[src/include/bbce_pkg.sv]
/*
 * bbce_pkg: constants for the bank/blink command executor.
 * assumes: bytes arrive already deframed from the serial slave.
 */
package bbce_pkg;
    // ****************************************
    // command opcodes
    // ****************************************
    localparam logic [5:0] BBCE_BANK_OP = 6'h3e;
    localparam logic [4:0] BBCE_BLINK_OP = 5'h1e;
    localparam int BBCE_BANK_IN_BIT = 1;
    localparam int BBCE_BANK_OUT_BIT = 0;
    localparam int BBCE_BLINK_MODE_BIT = 2;
    // ****************************************
    // control byte fields
    // ****************************************
    localparam int BBCE_CTL_MORE_BIT = 7;
    localparam int BBCE_CTL_KIND_BIT = 6;
    // ****************************************
    // drive modes and reset values
    // ****************************************
    typedef enum logic [1:0] {
        BBCE_MODE_1TO4 = 2'b00,
        BBCE_MODE_STATIC = 2'b01,
        BBCE_MODE_1TO2 = 2'b10,
        BBCE_MODE_1TO3 = 2'b11
    } bbce_mode_e;
    localparam logic [1:0] BBCE_FREQ_RST = 2'h0;
    localparam logic BBCE_BANK_RST = 1'b0;
    localparam logic BBCE_BMODE_RST = 1'b0;
endpackage

[src/design/bbce_top.sv]
/*
 * bbce_top: bank-select / blink-select executor and RAM storage order.
 * assumes: one byte per i_byte_vld pulse; i_byte_first marks the first
 * byte after the address. drive mode comes from the mode-set logic.
 */
`timescale 1ns/10ps
`default_nettype none
module bbce_top
    import bbce_pkg::*;
(
    // clock and reset
    input wire logic i_clk,
    input wire logic i_rst_n,
    input wire logic i_ce,
    // byte stream
    input wire logic i_byte_vld,
    input wire logic i_byte_first,
    input wire logic [7:0] i_byte,
    // drive mode from mode-set
    input wire logic [1:0] i_drive_mode,
    // settings
    output logic o_in_bank,
    output logic o_out_bank,
    output logic o_blink_alt,
    output logic [1:0] o_blink_freq_sel,
    // ram write for one data nibble column
    output logic o_ram_we,
    output logic [3:0] o_ram_wmask,
    output logic [3:0] o_ram_wdata,
    // ram read plane select for the lcd drivers
    output logic [3:0] o_ram_rmask
);
    import bbce_pkg::*;
    // ****************************************
    // state
    // ****************************************
    typedef struct packed {
        logic in_bank;
        logic out_bank;
        logic blink_alt;
        logic [1:0] freq;
        logic ctl_next;
        logic more_control_flag;
        logic byte_kind_select;
        logic we;
        logic [3:0] wmask;
        logic [3:0] wdata;
    } bbce_state_s;
    bbce_state_s st_r, st_nxt;

    // planes for a bank in a mode; 1:3/1:4 use all four
    function automatic logic [3:0] bank_mask(input logic [1:0] mode, input logic bank);
        case (mode)
            BBCE_MODE_STATIC: bank_mask = bank ? 4'h4 : 4'h1;
            BBCE_MODE_1TO2: bank_mask = bank ? 4'hc : 4'h3;
            default: bank_mask = 4'hf;
        endcase
    endfunction

    logic multi_hi;
    assign multi_hi = (i_drive_mode == BBCE_MODE_1TO3) || (i_drive_mode == BBCE_MODE_1TO4);

    always_comb begin
        st_nxt = st_r;
        st_nxt.we = 1'b0;
        if (i_byte_vld) begin
            if (i_byte_first || st_r.ctl_next) begin
                // control byte
                st_nxt.more_control_flag = i_byte[BBCE_CTL_MORE_BIT];
                st_nxt.byte_kind_select = i_byte[BBCE_CTL_KIND_BIT];
                st_nxt.ctl_next = 1'b0;
            end else begin
                // with more_control_flag set, a control byte follows each payload
                st_nxt.ctl_next = st_r.more_control_flag;
                if (st_r.byte_kind_select) begin
                    st_nxt.we = 1'b1;
                    st_nxt.wmask = bank_mask(i_drive_mode, st_r.in_bank);
                    st_nxt.wdata = i_byte[3:0];
                end else if (i_byte[7:2] == BBCE_BANK_OP) begin
                    if (!multi_hi) begin
                        st_nxt.in_bank = i_byte[BBCE_BANK_IN_BIT];
                        st_nxt.out_bank = i_byte[BBCE_BANK_OUT_BIT];
                    end
                end else if (i_byte[7:3] == BBCE_BLINK_OP) begin
                    st_nxt.blink_alt = i_byte[BBCE_BLINK_MODE_BIT];
                    st_nxt.freq = i_byte[1:0];
                end
            end
        end
    end

    always_ff @(posedge i_clk or negedge i_rst_n) begin
        if (!i_rst_n) begin
            st_r <= '0;
            st_r.in_bank <= BBCE_BANK_RST;
            st_r.out_bank <= BBCE_BANK_RST;
            st_r.blink_alt <= BBCE_BMODE_RST;
            st_r.freq <= BBCE_FREQ_RST;
        end else if (i_ce) begin
            st_r <= st_nxt;
        end
    end

    assign o_in_bank = st_r.in_bank;
    assign o_out_bank = st_r.out_bank;
    assign o_blink_alt = st_r.blink_alt;
    assign o_blink_freq_sel = st_r.freq;
    assign o_ram_we = st_r.we;
    assign o_ram_wmask = st_r.wmask;
    assign o_ram_wdata = st_r.wdata;
    // in 1:3/1:4 the stored bank bit has no effect on reads
    assign o_ram_rmask = bank_mask(i_drive_mode, st_r.out_bank);

    // ****************************************
    // checks
    // ****************************************
    logic cmd_byte;
    assign cmd_byte = i_ce && i_byte_vld && !i_byte_first && !st_r.ctl_next
        && !st_r.byte_kind_select;

    // ****************************************
    // storage order, hold and chaining checks
    // ****************************************
    logic pay_byte;
    assign pay_byte = i_ce && i_byte_vld && !i_byte_first && !st_r.ctl_next;
endmodule
`default_nettype wire

[config.mk]
export PLATFORM = sky130hd
export DESIGN_NAME = bbce_top
export DESIGN_NICKNAME = d
export VERILOG_FILES = /design/src/include/bbce_pkg.sv /design/src/design/bbce_top.sv
export SDC_FILE = /design/constraint.sdc
export NUM_CORES = 1
export LEC_CHECK = 0
export BUFFER_PORTS_ARGS = -buffer_cell sky130_fd_sc_hd__buf_2
export CAP_MARGIN = 20
export CORE_MARGIN = 2
export CORE_UTILIZATION = 45
export DETAILED_ROUTE_END_ITERATION = 7
export PLACE_DENSITY = 0.74
export SETUP_SLACK_MARGIN = 0.02
export SYNTH_ARGS = -nofsm -noshare
export SYNTH_HDL_FRONTEND = slang
export SYNTH_SLANG_ARGS = --single-unit
[constraint.sdc]
create_clock -name i_clk -period 1.77 [get_ports i_clk]
set_clock_uncertainty 0.15 [all_clocks]
set_input_delay 0.2655 -clock i_clk [delete_from_list [all_inputs] [get_ports i_clk]]
set_output_delay 0.2655 -clock i_clk [all_outputs]
set_load 0.02 [all_outputs]
==> flow_summary.yaml, run 1 <==
die:
  design.core.area_um2: 1940
  io_pins: 33
  die_y_um: 48.9
  rows: 16
  die_w_um: 48.9
  die_area_um2: 2390
  initial_core_util_pct: 46.8
drt:
  drc: 0
  initialDrtViolationCount: 10
  vias_per_cell: 4.98
  first_pass_iters: 4
  wl_per_cell_um: 12.9
  vias: 643
  ant_nets: 0
  routed_wl_mm: 1.66
clocking:
  ctsRootBufferMaster: "clkbuf_4"
  path_clk_slew_ns: 0.10
  tritoncts: "done"
  cts_buffers: 3
  cts_sinks: 17
  clockBufferDepth: 2
  h-tree-depth: 1
  clock_latency_ns: 0.29
yosys:
  synth_edf_count: 0
  yosysTopAreaCell: "dfrtp_1"
  synth_most_common_cell: "dfrtp_1"
  synth-main-ff-cell: "dfrtp_1"
  syn_area_um2: 908
  synth-async-reset-ratio_pct: 100
  synth_top_area_share_pct: 46.8
  synth_common_cells: "dfrtp_1, mux2_1, buf_4"
  ys_seq_area_share_pct: 46.8
  synthCells: 72
  ys_warn_count: 0
  ys_ff_latch: 17
  postSynthAreaPerCell_um2: 12.6
  syn_nets: 89
  yosys-top-cells-area: "dfrtp_1, mux2_1, buf_4"
  synth_cell_type_count: 24
setup_path:
  cp.arrival_ns: 1.27
  cp-end-kind: "output port"
  crit_fanout: 3
  worst_ep_required_time_ns: 1.35
  crit_type: "input port to output port"
  start_kind: "input port"
grt:
  grt_first_pass_wirelength_mm: 2.75
  grt_pass1_vias: 611
  grt_remaining_overflow: 0
  antenna_found_initial: 0
  track_usage_pct: 15.5
  grt_max_degree: 18
finish:
  nets: 120
  area_growth_pct: 22.2
  n_antenna_cell: 0
  drive_gt1_share_pct: 49.0
  post-route-util_pct: 57.2
min_path:
  hold_path.class: "input port to register"
run:
  maxCapViolCount: 0
timing:
  setup_viol: 0
  rsz0062_at_grt: "false"
  slew_headroom_pct: 74.5
  fin_crit_ns: 1.69
  fin_setup_tns_ns: 0
  fmax_ghz: 0.592
  finalCritPeriodShare_pct: 95.5
  finalHoldViolCount: 0
  drv_slew: 0
  tightest_slew_ns: 0.383
  fin_ws_ns: 0.0799
  holdWs_ns: 0.0622
power:
  p_total_w: 0.00118
  powerDensity_nw_per_um2: 1070
  worst_ir_drop_vdd_v: 0.000740
  leakagePower_nw: 0.565
placed_design:
  place_hpwl_mm: 1.31
  routabilityCongestion: 0.695
  io_buffers: 32
  place_ws_ns: -0.117
run_status:
  status: "completed"
[path summary, 6_finish.rpt]
check	start	endpoint	slack [ns]	cells past startpoint
setup reg to reg	st_r[11]	o_blink_alt	0.17	3
max in group asynchronous	i_rst_n	o_out_bank	0.93	2
hold reg to reg	o_blink_freq_sel[0]	o_blink_freq_sel[0]	0.35	1
setup / recovery	i_drive_mode[0]	o_ram_rmask[2]	0.08	6
min in group asynchronous	i_rst_n	o_ram_wmask[2]	0.27	2
hold / removal	i_byte[7]	st_r[10]	0.06	2
[power breakdown]
group          leakage (nW)  switching [W]  internal (W)  total, W
clock                0.0177       0.000122     0.0000840  0.000206
combinational         0.335       0.000239      0.000175  0.000415
sequential            0.212      0.0000684      0.000495  0.000564
total                 0.565       0.000430      0.000755   0.00118
[through the flow]
step / cell area (um2) / cells
after global placement: 1060 / 124
after detailed placement: 1060 / 124
after CTS: 1110 / 129
after floorplan: 923 / 72
final: 1110 / 129
after global routing: 1110 / 129
[registers in the layout (all words and copies together) (netlist names)]
| signal | cells |
|---|---|
| o_blink_alt | 1 |
| o_blink_freq_sel | 2 |
| o_in_bank | 1 |
| o_out_bank | 1 |
| o_ram_wdata | 4 |
| o_ram_we | 1 |
| o_ram_wmask | 4 |
| st_r | 3 |
[cell families after synthesis]
kind of cell    count (synthesis)  synth area share [%]
flops                          17                  46.8
buf+inv                        14                  9.92
mux                            14                  17.2
simple gates                   13                  15.0
compound gates                 12                  8.26
fa+ha+maj                       2                  2.75
[final cells by class]
cell class / count / area (um2)
well taps: 27 / 33.8
repair buffers: 36 / 195
multi-input cells: 41 / 413
clock buffers: 3 / 22.5
inverters: 4 / 15.0
clock inverters: 1 / 5.00
fillers: 182 / 832
flip-flops and latches: 17 / 425
[per-layer routing]
metal	track usage, %	share of wire, %	vias to the layer above	wire length, um
li1	-	-	305	-
met4	9.52	2.5	0	42
met5	0	0	-	0
met3	3.37	5.5	4	91
met1	18.1	42	312	697
met2	25.8	50	22	831
[placed cells by master, fill, tap and decap left out, drive strengths merged]
cell type,n
nor2b,1
mux2i,1
a21o,1
buf,35
nand2,4
nor2,1
o21ai,1
o211ai,1
and4bb,1
clkinv,1
dlygate4sd3,1
mux2,13
o21bai,2
nand4,1
nand4bb,1
clkbuf,3
nor4,2
or2,1
inv,4
a31oi,1
or3b,1
a21oi,5
ha,2
a22o,1
dfrtp,17
[worst max-delay path, cell delays in order]
cell	delay, ns
buf_2	0.11
buf_4	0.12
ha_1	0.20
or2_4	0.26
a21o_1	0.18
buf_4	0.15
[timing repair]
| item | CTS | global route |
|---|---|---|
| endpoints found under the setup margin | 1 | 1 |
| hold buffers | 1 | 0 |
| resized for setup | 2 | 1 |
| hold endpoints to repair | 17 | 0 |
| setup buffers | 0 | 0 |
Power figures use the tool's default switching activity.
==> run 2: changes to the inputs <==
==> constraint.sdc (replaced) <==
create_clock -name i_clk -period 1.77 [get_ports i_clk]
set_clock_uncertainty 0.15 [all_clocks]
set_input_delay 0.354 -clock i_clk [delete_from_list [all_inputs] [get_ports i_clk]]
set_output_delay 0.354 -clock i_clk [all_outputs]
set_load 0.02 [all_outputs]
==> run 2 against run 1 <==
- first-iteration DRC count shrank 60%
- register-to-register slack is essentially flat
- non-clock buffer count grew 2
==> flow_summary.yaml, run 2 (synthesized netlist as in run 1, its figures left out) <==
setup_path:
  reg2reg_depth: 3
  start_kind: "input port"
  crit_type: "input port to output port"
  r2r-end: "o_blink_freq_sel[1]"
  reg2reg_slack_ns: 0.16
  r2r_start: "st_r[11]"
  crit_fanout: 3
  cp-end-kind: "output port"
  worst_ep_required_time_ns: 1.27
  worstSetupStartpoint: "i_drive_mode[1]"
  cp.arrival_ns: 1.20
clocking:
  clock_latency_ns: 0.29
  ctsRootBufferMaster: "clkbuf_4"
  path_clk_slew_ns: 0.10
  cts_buffers: 3
  cts_sinks: 17
  cts_setup_buffers: 0
  tritoncts: "done"
  h-tree-depth: 1
  clockBufferDepth: 2
grt:
  grt_max_degree: 18
  met2_usage_pct: 27.9
  grt_first_pass_wirelength_mm: 2.93
  track_usage_pct: 16.0
  use_met3_pct: 3.68
  grtUsageMet1_pct: 18.7
  grt_pass1_vias: 669
  antenna_found_initial: 0
  top_usage_layer: "met2"
  grt_remaining_overflow: 0
die:
  initial_core_util_pct: 46.8
  die_w_um: 48.9
  design.core.area_um2: 1940
  die_y_um: 48.9
  io_pins: 33
  rows: 16
  die_area_um2: 2390
timing:
  fmax_ghz: 0.588
  slew_headroom_pct: 74.4
  rsz0062_at_grt: "false"
  tightest_slew_ns: 0.384
  setup_viol: 0
  fin_crit_ns: 1.70
  drv_slew: 0
  finalCritPeriodShare_pct: 96.1
  holdWs_ns: 0.154
  finalHoldViolCount: 0
finish:
  final_cell_mix: "buf_2, dfrtp_1, mux2_1"
  n_antenna_cell: 0
  final_common_cell: "buf_2"
  final_area_um2: 1160
  drive_gt1_share_pct: 51.9
  nFillCells: 166
  area_growth_pct: 28.0
  nets: 122
drt:
  drc: 0
  routed_wl_mm: 1.77
  wl_per_cell_um: 13.5
  first_pass_iters: 4
  vias_per_cell: 4.90
  vias: 642
  ant_nets: 0
  initialDrtViolationCount: 4
placed_design:
  place_hpwl_mm: 1.35
  dpl_cell_area_um2: 1090
  routabilityCongestion: 0.734
  io_buffers: 32
power:
  powerDensity_nw_per_um2: 1030
  p_total_w: 0.00120
  worst_ir_drop_vdd_v: 0.000730
  leakagePower_nw: 0.581
min_path:
  min_to: "o_ram_wdata[0]"
  min-delay-start: "i_byte[0]"
  hold_depth: 2
  hold_path.class: "input port to register"
run_status:
  status: "completed"
run:
  maxCapViolCount: 0
run 2: cell count changes in the layout (fill, tap and decap cells not counted), sizes merged:
| cell | previous run | this run |
|---|---|---|
| buf | 35 | 37 |
run 2: worst max path at each step:
stage / end / slack (ns) / cells after the start
finish: o_ram_rmask[2] / 0.07 / 6
global route: o_ram_rmask[1] / 0.02 / 7
floorplan: o_in_bank / 0.004 / 5
detailed placement: o_in_bank / -0.24 / 6
CTS: o_ram_rmask[2] / 0.03 / 5
global placement: o_out_bank / -0.20 / 6
run 2: worst max-delay path, stage by stage:
cell and delay [ns]:
buf_4 0.10, inv_2 0.04, ha_4 0.15, or2_4 0.25, a21o_1 0.17, buf_6 0.13
run 2: final cells by class:
| class | count | area, um2 | area share, % |
|---|---|---|---|
| clock buffers | 3 | 22.5 | 1.94 |
| clock inverters | 1 | 5.00 | 0.431 |
| inverters | 4 | 27.5 | 2.37 |
| multi-input cells | 41 | 423 | 36.4 |
| flip-flops and latches | 17 | 425 | 36.6 |
| well taps | 27 | 33.8 | 2.91 |
| repair buffers | 38 | 225 | 19.4 |
run 2: routing by layer:
layer	routed length, um	vias up
met2	913	21
met3	74	0
met5	0	-
li1	-	310
met1	778	311
met4	0	0
run 2: timing repair:
item,4_1_cts,5_1_grt
cloned,0,0
pin swaps,1,0
endpoints found under the hold margin,17,0
gates resized for setup,5,5
endpoints found under the setup margin,4,3
hold buffers,1,0
run 2: report_power, final:
group          switching (W)  internal [W]  total [W]  leakage [nW]
clock               0.000128     0.0000840   0.000212        0.0177
sequential         0.0000664      0.000495   0.000561         0.212
combinational       0.000244      0.000184   0.000428         0.352
run 2: per-stage QoR:
step / std cells / setup TNS, ns / utilization, % / worst slack, ns
CTS: 131 / 0 / 58.9 / 0.0299
finish: 131 / 0 / 59.9 / 0.0692
floorplan: 72 / 0 / - / 0.00382
global placement: 126 / -0.517 / 56.3 / -0.197
global route: 131 / 0 / 59.9 / 0.0175
detailed placement: 126 / -0.577 / 56.3 / -0.237
